### src/logic/stb_pkg.sv
// Shared constants and types for the sample timebase block.
// Assumes all users refer to names as stb_pkg::name.
package stb_pkg;

  // Board variant, one-hot
  typedef enum logic [7:0] {
    VAR_PLL_130  = 8'h01,
    VAR_PLL_500  = 8'h02,
    VAR_PLL_500D = 8'h04,
    VAR_PLL_1800 = 8'h08,
    VAR_PLL_1000 = 8'h10,
    VAR_PLL_4000 = 8'h20,
    VAR_PLL_DUAL = 8'h40,
    VAR_PLL_180  = 8'h80
  } stb_variant_t;

  // Field widths
  localparam int SRC_W = 2;
  localparam int RATE_W = 8;
  localparam int MHZ_W = 12;
  localparam int DEC_W = 17;
  localparam int LVL_W = 7;

  // Clock source codes
  localparam logic [1:0] SRC_OSC = 2'h0;
  localparam logic [1:0] SRC_EXT = 2'h1;
  localparam logic [1:0] SRC_PLL = 2'h2;

  // Frequencies in MHz
  localparam logic [11:0] MHZ_100 = 12'h064;
  localparam logic [11:0] MHZ_110 = 12'h06E;
  localparam logic [11:0] MHZ_125 = 12'h07D;
  localparam logic [11:0] MHZ_130 = 12'h082;
  localparam logic [11:0] MHZ_150 = 12'h096;
  localparam logic [11:0] MHZ_180 = 12'h0B4;
  localparam logic [11:0] MHZ_300 = 12'h12C;
  localparam logic [11:0] MHZ_500 = 12'h1F4;
  localparam logic [11:0] MHZ_1000 = 12'h3E8;
  localparam logic [11:0] MHZ_1800 = 12'h708;
  localparam logic [11:0] MHZ_2000 = 12'h7D0;
  localparam logic [11:0] MHZ_4000 = 12'hFA0;

  // Decimation figures
  localparam logic [16:0] DEC_ZERO = 17'h0_0000;
  localparam logic [16:0] DEC_ONE = 17'h0_0001;
  localparam logic [16:0] DEC_TWO = 17'h0_0002;
  localparam logic [16:0] DEC_FOUR = 17'h0_0004;
  localparam logic [16:0] DEC_FIVE = 17'h0_0005;
  localparam logic [16:0] DEC_MAX = 17'h1_86A0;
  localparam logic [16:0] DEC_MAX_M1 = 17'h1_869F;

  // Receiver level limit in percent
  localparam logic [6:0] LVL_MAX = 7'h64;

  // Reset values
  localparam logic [7:0] RST_RATE = 8'h00;
  localparam logic [11:0] RST_MHZ = 12'h000;
  localparam logic [6:0] RST_LVL = 7'h32;

endpackage

### src/logic/stb_cfg_if.sv
// Carrier between the timebase top, its request checker and its decimator.
// Assumes one clock and one active-low reset shared by all three.
`timescale 1ns/100ps
interface stb_cfg_if (
  input wire logic clk,
  input wire logic rst_n
);
  logic [1:0] req_source;
  logic [7:0] req_rate;
  logic [11:0] req_mhz;
  logic [16:0] req_decim;
  logic req_single;
  logic ok;
  logic [16:0] req_factor;
  logic [16:0] act_factor;
  logic act_falling;
  logic restart;
  logic src_level;
  logic keep;

  modport top (
    input clk, rst_n, ok, req_factor, keep,
    output req_source, req_rate, req_mhz, req_decim, req_single,
    output act_factor, act_falling, restart, src_level
  );
  modport chk (
    input clk, rst_n, req_source, req_rate, req_mhz, req_decim, req_single,
    output ok, req_factor
  );
  modport dec (
    input clk, rst_n, act_factor, act_falling, restart, src_level,
    output keep
  );
endinterface

### src/logic/stb_cfg_check.sv
// Combinational legality check of a requested timebase configuration.
// Assumes the request fields are stable while the top samples the result.
`timescale 1ns/100ps
module stb_cfg_check #(
  parameter stb_pkg::stb_variant_t VARIANT = stb_pkg::VAR_PLL_130,
  parameter logic [7:0] RATE_ID_MIN = 8'h01,
  parameter logic [7:0] RATE_ID_MAX = 8'h20,
  parameter logic [7:0] USER_RATE_CODE = 8'h40
) (
  stb_cfg_if.chk cfg
);
  logic freq_ok;
  logic dec_ok;
  logic src_ok;
  logic [16:0] factor;
  logic [16:0] dv;
  logic [11:0] f;
  logic mult5;

  assign dv = cfg.req_decim;
  assign f = cfg.req_mhz;
  assign mult5 = (dv != stb_pkg::DEC_ZERO) && ((dv % stb_pkg::DEC_FIVE) == stb_pkg::DEC_ZERO);

  always_comb begin
    freq_ok = 1'b0;
    dec_ok = 1'b0;
    factor = dv;
    unique case (VARIANT)
      stb_pkg::VAR_PLL_130: begin
        freq_ok = (f >= stb_pkg::MHZ_110) && (f <= stb_pkg::MHZ_130);
        dec_ok = dv <= stb_pkg::DEC_MAX_M1;
        factor = dv + stb_pkg::DEC_ONE;
      end
      stb_pkg::VAR_PLL_500: begin
        freq_ok = f == stb_pkg::MHZ_500;
        dec_ok = (dv == stb_pkg::DEC_TWO || dv == stb_pkg::DEC_FOUR || mult5) && dv <= stb_pkg::DEC_MAX;
      end
      stb_pkg::VAR_PLL_500D: begin
        freq_ok = f == stb_pkg::MHZ_500;
        dec_ok = (dv == stb_pkg::DEC_ONE || dv == stb_pkg::DEC_TWO || dv == stb_pkg::DEC_FOUR || mult5)
                 && dv <= stb_pkg::DEC_MAX;
      end
      stb_pkg::VAR_PLL_1800: begin
        freq_ok = (f >= stb_pkg::MHZ_300) && (f <= stb_pkg::MHZ_1800);
        dec_ok = dv == stb_pkg::DEC_ONE;
      end
      stb_pkg::VAR_PLL_1000: begin
        freq_ok = (f >= stb_pkg::MHZ_300) && (f <= stb_pkg::MHZ_1000);
        dec_ok = dv == stb_pkg::DEC_ONE;
      end
      stb_pkg::VAR_PLL_4000: begin
        freq_ok = ((f >= stb_pkg::MHZ_300) && (f <= stb_pkg::MHZ_2000))
                  || ((f > stb_pkg::MHZ_2000) && (f <= stb_pkg::MHZ_4000) && !f[0] && cfg.req_single);
        dec_ok = dv == stb_pkg::DEC_ONE;
      end
      stb_pkg::VAR_PLL_DUAL: begin
        freq_ok = (f == stb_pkg::MHZ_100) || (f == stb_pkg::MHZ_125);
        dec_ok = (dv == stb_pkg::DEC_ONE || dv == stb_pkg::DEC_TWO || dv == stb_pkg::DEC_FOUR || mult5)
                 && dv <= stb_pkg::DEC_MAX;
      end
      stb_pkg::VAR_PLL_180: begin
        freq_ok = (f >= stb_pkg::MHZ_150) && (f <= stb_pkg::MHZ_180);
        dec_ok = dv <= stb_pkg::DEC_MAX_M1;
        factor = dv + stb_pkg::DEC_ONE;
      end
      default: begin
        freq_ok = 1'b0;
        dec_ok = 1'b0;
      end
    endcase
  end

  always_comb begin
    unique case (cfg.req_source)
      stb_pkg::SRC_OSC: src_ok = cfg.req_rate >= RATE_ID_MIN && cfg.req_rate <= RATE_ID_MAX;
      stb_pkg::SRC_EXT: src_ok = cfg.req_rate == USER_RATE_CODE;
      stb_pkg::SRC_PLL: src_ok = freq_ok;
      default: src_ok = 1'b0;
    endcase
  end

  assign cfg.ok = src_ok && dec_ok;
  assign cfg.req_factor = factor;
endmodule

### src/logic/stb_decimator.sv
// Edge selection and one-in-N sample keeping on the chosen clock level.
// Assumes the clock level is synchronous and restart is a one-cycle pulse.
`timescale 1ns/100ps
module stb_decimator (
  stb_cfg_if.dec cfg
);
  logic prev_ff;
  logic [16:0] cnt_ff;
  logic [16:0] nxt_cnt;
  logic edge_seen;

  assign edge_seen = cfg.act_falling ? (prev_ff && !cfg.src_level) : (!prev_ff && cfg.src_level);
  assign cfg.keep = edge_seen && !cfg.restart && cnt_ff == stb_pkg::DEC_ZERO;

  always_comb begin
    nxt_cnt = cnt_ff;
    if (cfg.restart) begin
      nxt_cnt = stb_pkg::DEC_ZERO;
    end else if (edge_seen) begin
      nxt_cnt = (cnt_ff >= cfg.act_factor - stb_pkg::DEC_ONE) ? stb_pkg::DEC_ZERO : cnt_ff + stb_pkg::DEC_ONE;
    end
  end

  always_ff @(posedge cfg.clk or negedge cfg.rst_n) begin
    if (!cfg.rst_n) begin
      prev_ff <= 1'b0;
    end else begin
      prev_ff <= cfg.src_level;
    end
  end

  always_ff @(posedge cfg.clk or negedge cfg.rst_n) begin
    if (!cfg.rst_n) begin
      cnt_ff <= stb_pkg::DEC_ZERO;
    end else begin
      cnt_ff <= nxt_cnt;
    end
  end
endmodule

### src/logic/stb_timebase.sv
// Timebase top: source select, rate/PLL setup, receiver level, decimated sampling.
// Assumes all inputs synchronous to CLOCK; apply is a one-cycle strobe.
// How it works
// - Three sources: oscillator, connector clock, PLL
// - Oscillator source uses a supported rate identifier
// - Connector source needs the user rate code
// - Receiver threshold programmable in percent
// - PLL reference comes from the clock connector
// - Lowest variant: 110 to 130 MHz steps
// - Decimation value is factor minus one on the 130 and 180 variants
// - Strict 500 MHz: factors 2, 4, fives
// - Other 500 MHz variant also allows one
// - 1800 variant: 300-1800 MHz, decimation one
// - 1000 variant: 300-1000 MHz, no decimation
// - Above 2000 MHz: even steps, single channel
// - Dual variant: only 100 or 125 MHz
// - 180 variant: 150-180 MHz, wide decimation
`timescale 1ns/100ps
module stb_timebase #(
  parameter stb_pkg::stb_variant_t VARIANT = stb_pkg::VAR_PLL_130,
  parameter logic [7:0] RATE_ID_MIN = 8'h01,
  parameter logic [7:0] RATE_ID_MAX = 8'h20,
  parameter logic [7:0] USER_RATE_CODE = 8'h40,
  parameter int DATA_W = 14
) (
  // Clock and reset
  input wire logic CLOCK,
  input wire logic RESET_N,
  // Configuration request
  input wire logic CFG_APPLY,
  input wire logic [1:0] CFG_SOURCE,
  input wire logic [7:0] CFG_RATE_CODE,
  input wire logic [11:0] CFG_PLL_MHZ,
  input wire logic [16:0] CFG_DECIM,
  input wire logic CFG_EDGE_FALLING,
  input wire logic CFG_SINGLE_CHANNEL,
  // Receiver threshold
  input wire logic LEVEL_WRITE,
  input wire logic [6:0] LEVEL_PCT_IN,
  // Clock source levels
  input wire logic OSC_CLOCK_LEVEL,
  input wire logic CONNECTOR_CLOCK_LEVEL,
  input wire logic PLL_CLOCK_LEVEL,
  // Converter data
  input wire logic [DATA_W-1:0] ADC_DATA,
  // Request answer
  output logic CFG_ACCEPT,
  output logic CFG_REJECT,
  // Active configuration
  output logic [1:0] ACTIVE_SOURCE,
  output logic [7:0] ACTIVE_RATE_CODE,
  output logic [11:0] ACTIVE_PLL_MHZ,
  output logic [16:0] ACTIVE_FACTOR,
  output logic ACTIVE_EDGE_FALLING,
  output logic PLL_ENABLE,
  output logic PLL_REF_FROM_CONNECTOR,
  output logic [6:0] EXT_LEVEL_PCT,
  // Sample stream
  output logic SAMPLE_VALID,
  output logic [DATA_W-1:0] SAMPLE_DATA
);
  stb_cfg_if cfg (.clk(CLOCK), .rst_n(RESET_N));

  logic accept_ff;
  logic reject_ff;
  logic restart_ff;
  logic [1:0] source_ff;
  logic [7:0] rate_ff;
  logic [11:0] mhz_ff;
  logic [16:0] factor_ff;
  logic falling_ff;
  logic [6:0] level_ff;
  logic valid_ff;
  logic [DATA_W-1:0] data_ff;
  logic take;

  assign cfg.req_source = CFG_SOURCE;
  assign cfg.req_rate = CFG_RATE_CODE;
  assign cfg.req_mhz = CFG_PLL_MHZ;
  assign cfg.req_decim = CFG_DECIM;
  assign cfg.req_single = CFG_SINGLE_CHANNEL;
  assign cfg.act_factor = factor_ff;
  assign cfg.act_falling = falling_ff;
  assign cfg.restart = restart_ff;

  stb_cfg_check #(
    .VARIANT(VARIANT),
    .RATE_ID_MIN(RATE_ID_MIN),
    .RATE_ID_MAX(RATE_ID_MAX),
    .USER_RATE_CODE(USER_RATE_CODE)
  ) u_check (
    .cfg(cfg)
  );

  stb_decimator u_decim (
    .cfg(cfg)
  );

  assign take = CFG_APPLY && cfg.ok;

  // Converter clock mux on the active source
  always_comb begin
    unique case (source_ff)
      stb_pkg::SRC_OSC: cfg.src_level = OSC_CLOCK_LEVEL;
      stb_pkg::SRC_EXT: cfg.src_level = CONNECTOR_CLOCK_LEVEL;
      stb_pkg::SRC_PLL: cfg.src_level = PLL_CLOCK_LEVEL;
      default: cfg.src_level = 1'b0;
    endcase
  end

  // Active configuration, replaced only by a legal request
  always_ff @(posedge CLOCK or negedge RESET_N) begin
    if (!RESET_N) begin
      source_ff <= stb_pkg::SRC_OSC;
      rate_ff <= stb_pkg::RST_RATE;
      mhz_ff <= stb_pkg::RST_MHZ;
      factor_ff <= stb_pkg::DEC_ONE;
      falling_ff <= 1'b0;
    end else if (take) begin
      source_ff <= CFG_SOURCE;
      rate_ff <= CFG_RATE_CODE;
      mhz_ff <= CFG_PLL_MHZ;
      factor_ff <= cfg.req_factor;
      falling_ff <= CFG_EDGE_FALLING;
    end
  end

  // Answer pulses and decimator restart
  always_ff @(posedge CLOCK or negedge RESET_N) begin
    if (!RESET_N) begin
      accept_ff <= 1'b0;
      reject_ff <= 1'b0;
      restart_ff <= 1'b0;
    end else begin
      accept_ff <= take;
      reject_ff <= CFG_APPLY && !cfg.ok;
      restart_ff <= take;
    end
  end

  // Receiver threshold; out-of-range percentages ignored
  always_ff @(posedge CLOCK or negedge RESET_N) begin
    if (!RESET_N) begin
      level_ff <= stb_pkg::RST_LVL;
    end else if (LEVEL_WRITE && LEVEL_PCT_IN <= stb_pkg::LVL_MAX) begin
      level_ff <= LEVEL_PCT_IN;
    end
  end

  // Kept samples
  always_ff @(posedge CLOCK or negedge RESET_N) begin
    if (!RESET_N) begin
      valid_ff <= 1'b0;
      data_ff <= '0;
    end else begin
      valid_ff <= cfg.keep;
      if (cfg.keep) begin
        data_ff <= ADC_DATA;
      end
    end
  end

  assign CFG_ACCEPT = accept_ff;
  assign CFG_REJECT = reject_ff;
  assign ACTIVE_SOURCE = source_ff;
  assign ACTIVE_RATE_CODE = rate_ff;
  assign ACTIVE_PLL_MHZ = mhz_ff;
  assign ACTIVE_FACTOR = factor_ff;
  assign ACTIVE_EDGE_FALLING = falling_ff;
  assign PLL_ENABLE = source_ff == stb_pkg::SRC_PLL;
  assign PLL_REF_FROM_CONNECTOR = source_ff == stb_pkg::SRC_PLL;
  assign EXT_LEVEL_PCT = level_ff;
  assign SAMPLE_VALID = valid_ff;
  assign SAMPLE_DATA = data_ff;
endmodule

### config.mk
export PLATFORM = sky130hd
export DESIGN_NAME = stb_timebase
export DESIGN_NICKNAME = d
export VERILOG_FILES = /design/src/logic/stb_pkg.sv /design/src/logic/stb_cfg_if.sv /design/src/logic/stb_cfg_check.sv /design/src/logic/stb_decimator.sv /design/src/logic/stb_timebase.sv
export SDC_FILE = /design/constraint.sdc
export NUM_CORES = 1
export LEC_CHECK = 0
export BUFFER_PORTS_ARGS = -buffer_cell sky130_fd_sc_hd__buf_2
export CAP_MARGIN = 20
export CELL_PAD_IN_SITES_DETAIL_PLACEMENT = 1
export CELL_PAD_IN_SITES_GLOBAL_PLACEMENT = 1
export CORE_MARGIN = 5
export CORE_UTILIZATION = 30
export CTS_BUF_LIST = sky130_fd_sc_hd__clkbuf_8 sky130_fd_sc_hd__clkbuf_16
export DETAILED_ROUTE_END_ITERATION = 10
export PLACE_DENSITY_LB_ADDON = 0.12
export SYNTH_ARGS = -nofsm -noshare
export SYNTH_HDL_FRONTEND = slang
export SYNTH_HIERARCHICAL = 1
export SYNTH_SLANG_ARGS = --single-unit
### constraint.sdc
create_clock -name CLOCK -period 3.8 [get_ports CLOCK]
set_clock_uncertainty 0.05 [all_clocks]
set_input_delay 0.19 -clock CLOCK [delete_from_list [all_inputs] [get_ports CLOCK]]
set_output_delay 0.19 -clock CLOCK [all_outputs]
set_load 0.02 [all_outputs]
==> flow_summary.json <==
{
  "outcome": "finished, final reports clean",
  "rows": 45,
  "drive_gt1_share_pct": 40.5,
  "startpoint_type": "flop",
  "cts_sinks": 82,
  "hpwl_um": 9870,
  "p_sw_mw": 1.27,
  "cp-end-kind": "flop",
  "layout.nets": 650,
  "grtUsageTotal_pct": 15.1,
  "ys.warnings.count": 6,
  "synth_edf_count": 0,
  "maxCapViolations": 0,
  "avgSynthCellArea_sq_um": 10.8,
  "final_cell_mix": "132 x buf_2, 78 x dfrtp_1, 59 x mux2_2, 34 x nand2_1, 24 x nand3_1",
  "syn_nets": 512,
  "drv_slew": 0,
  "die_h_um": 133,
  "leakage_nw": 2.63,
  "start_util_pct": 30.3,
  "synth_cells": 422,
  "worst_pin_slew_ns": 0.768,
  "post_dp_cell_area_sq_um": 5470,
  "io_pins": 135,
  "rsz0062_at_grt": "false",
  "diodes": 0,
  "stdcell_area_sq_um": 5790,
  "drtPass1Iterations": 4,
  "detail-route-antenna-nets": 0,
  "grt_max_degree": 56,
  "hold_class": "in -> reg",
  "cts_tree": "yes",
  "setup_tns_ns": 0,
  "core_region_area_sq_um": 15100,
  "root_buffer": "clkbuf_16",
  "syn_to_final_growth_pct": 26.6,
  "cts_setup_buffers": 0,
  "clk_path_buf_depth": 2,
  "place.gp.congestion": 0.747,
  "ys_seq_area_share_pct": 45.0,
  "period_needed_ns": 3.55,
  "wirelength_um": 12800,
  "die_w_um": 133,
  "p_int_mw": 2.14,
  "viasPerCell": 5.03,
  "critical_path_arrival_ns": 3.72,
  "cts_buffers": 9,
  "synthArstFlopShare_pct": 100,
  "p_seq_share_pct": 37.6,
  "clkTransAtPathRegs_ns": 0.06,
  "grt_pass1_wl_um": 21600,
  "netSwitchingFraction_pct": 37.2,
  "dr_total_vias": 3788,
  "fmax_mhz": 282,
  "htreeDepth": 3,
  "total_power_mw": 3.40,
  "slew_headroom_pct": 48.8,
  "antenna_found_initial": 0,
  "die_area_sq_um": 17800,
  "ys_ff_latch": 82,
  "setup_violations": 0,
  "ir_drop_mv": 0.217,
  "grt_pass1_vias": 4167,
  "synthFlopType": "dfrtp_1",
  "worstPathRequired_ns": 3.97,
  "finalHoldViolCount": 0,
  "port_buffers": 133,
  "cp_max_fo": 14,
  "syn_area_sq_um": 4570,
  "clk_latency_ns": 0.35,
  "wl_per_cell_um": 17.0,
  "layout_commonest_cell": "buf_2",
  "clkPwrFrac_pct": 25.8,
  "whs_ns": 0.0218,
  "drt-initial-drc-count": 183,
  "p_per_area_nw_per_um2": 588,
  "synthDistinctLibCells": 49,
  "path_class": "reg -> reg",
  "combPwrFrac_pct": 36.6,
  "grt-ovfl-total": 0,
  "drc": 0,
  "timing.final.crit_share_pct": 93.4
}
==> worst max-delay path, cell delays in order (launching register included) <==
cell and delay, ns:
dfrtp_1 0.42, or3_1 0.41, or3_4 0.38, nor3_2 0.23, nand2_1 0.10, xor2_1 0.15, ha_1 0.29, and4_1 0.25
nand2_1 0.09, a2111o_2 0.57, buf_4 0.23, a31oi_1 0.16, a21oi_1 0.09
==> cell type report <==
cell class,instances,area (sq um)
inverter,14,52.6
sequential,82,2060
timing repair buffer,142,753
fill,1763,9300
clock buffer,9,225
clock inverter,7,68.8
multi-input combinational,311,2400
tap,188,235
==> layer usage <==
layer / global-route usage (%) / vias to the layer above / wire length [um]
met3: 4.91 / 17 / 653
met2: 26.9 / 87 / 6700
met1: 17.3 / 1862 / 5260
met4: 4.23 / 0 / 212
met5: 0 / - / 0
li1: - / 1822 / -
==> through the flow <==
stage,setup slack [ns],cells,util [%]
after detailed placement,0.194,735,36.3
after CTS,0.194,753,38.3
after global routing,0.00785,753,38.4
final,0.250,753,38.4
after global placement,0.291,735,36.3
after floorplan,0.581,422,-
==> kinds of logic after synthesis <==
group	count (synthesis)	share of synthesized area, %
AOI/OAI and AO/OA	50	7.44
and+or+nand+nor	143	17.0
DFF	82	45.0
muxes	66	16.1
adders and majority gates	21	5.75
xor gates and xnor gates	31	5.94
buffers and inverters	29	2.79
==> timing repair <==
item,in CTS,in global routing
endpoints found under the setup margin,0,3
hold buffers,2,0
endpoints found under the hold margin,52,0
resized for setup,0,1
==> sequential cells by signal, indices dropped and copies added (netlist names), 2 cells and up <==
register,cells
SAMPLE_DATA,14
ACTIVE_SOURCE,2
ACTIVE_FACTOR,17
EXT_LEVEL_PCT,7
ACTIVE_RATE_CODE,8
u_decim/cnt_ff,17
ACTIVE_PLL_MHZ,12
==> synth_stat cells, drive strengths merged (2+ instances only) <==
| cell | instances | area (sq um) |
|---|---|---|
| nand3 | 24 | 120 |
| nor2 | 20 | 82.6 |
| o21ai | 12 | 60.1 |
| a2111o | 2 | 22.5 |
| o311ai | 4 | 35.0 |
| o22ai | 2 | 12.5 |
| ha | 21 | 263 |
| clkbuf | 2 | 7.51 |
| a21oi | 10 | 50.1 |
| inv | 14 | 52.6 |
| xnor2 | 19 | 166 |
| a31oi | 13 | 87.6 |
| a2111oi | 2 | 25.0 |
| nand2 | 35 | 131 |
| and4 | 2 | 17.5 |
| dfrtp | 78 | 1950 |
| nor2b | 6 | 37.5 |
| or4b | 2 | 20.0 |
| nor4 | 9 | 68.8 |
| mux2 | 59 | 664 |
| or3 | 4 | 30.0 |
| nand4 | 14 | 87.6 |
| xor2 | 12 | 105 |
| nand3b | 2 | 15.0 |
| and3 | 8 | 50.1 |
| mux2i | 7 | 70.1 |
| nor3 | 9 | 50.1 |
| dfstp | 4 | 105 |
| buf | 13 | 67.6 |
| nand4b | 2 | 17.5 |
==> power groups by stage <==
stage | Combinational, mW | Clock [mW] | Sequential (mW)
after global routing | 1.36 | 0.955 | 1.32
after CTS | 1.27 | 0.915 | 1.29
after floorplan | 0.552 | 0 | 1.53
after detailed placement | 1.27 | 0 | 1.30
after global placement | 1.24 | 0 | 1.28
final | 1.24 | 0.878 | 1.28
==> worst paths after layout <==
kind	from	depth (start not counted)	slack, ns	end
hold / removal	ADC_DATA[10]	2	0.02	SAMPLE_DATA[10]
max in group asynchronous	RESET_N	3	2.40	ACTIVE_FACTOR[0]
hold reg to reg	ACTIVE_PLL_MHZ[1]	1	0.45	ACTIVE_PLL_MHZ[1]
setup / recovery	ACTIVE_FACTOR[8]	12	0.25	u_decim/cnt_ff[11]
min in group asynchronous	RESET_N	2	0.40	u_decim/cnt_ff[3]
setup reg to reg	ACTIVE_FACTOR[8]	12	0.25	u_decim/cnt_ff[11]
Note: power is estimated with default switching activity, not from simulation.
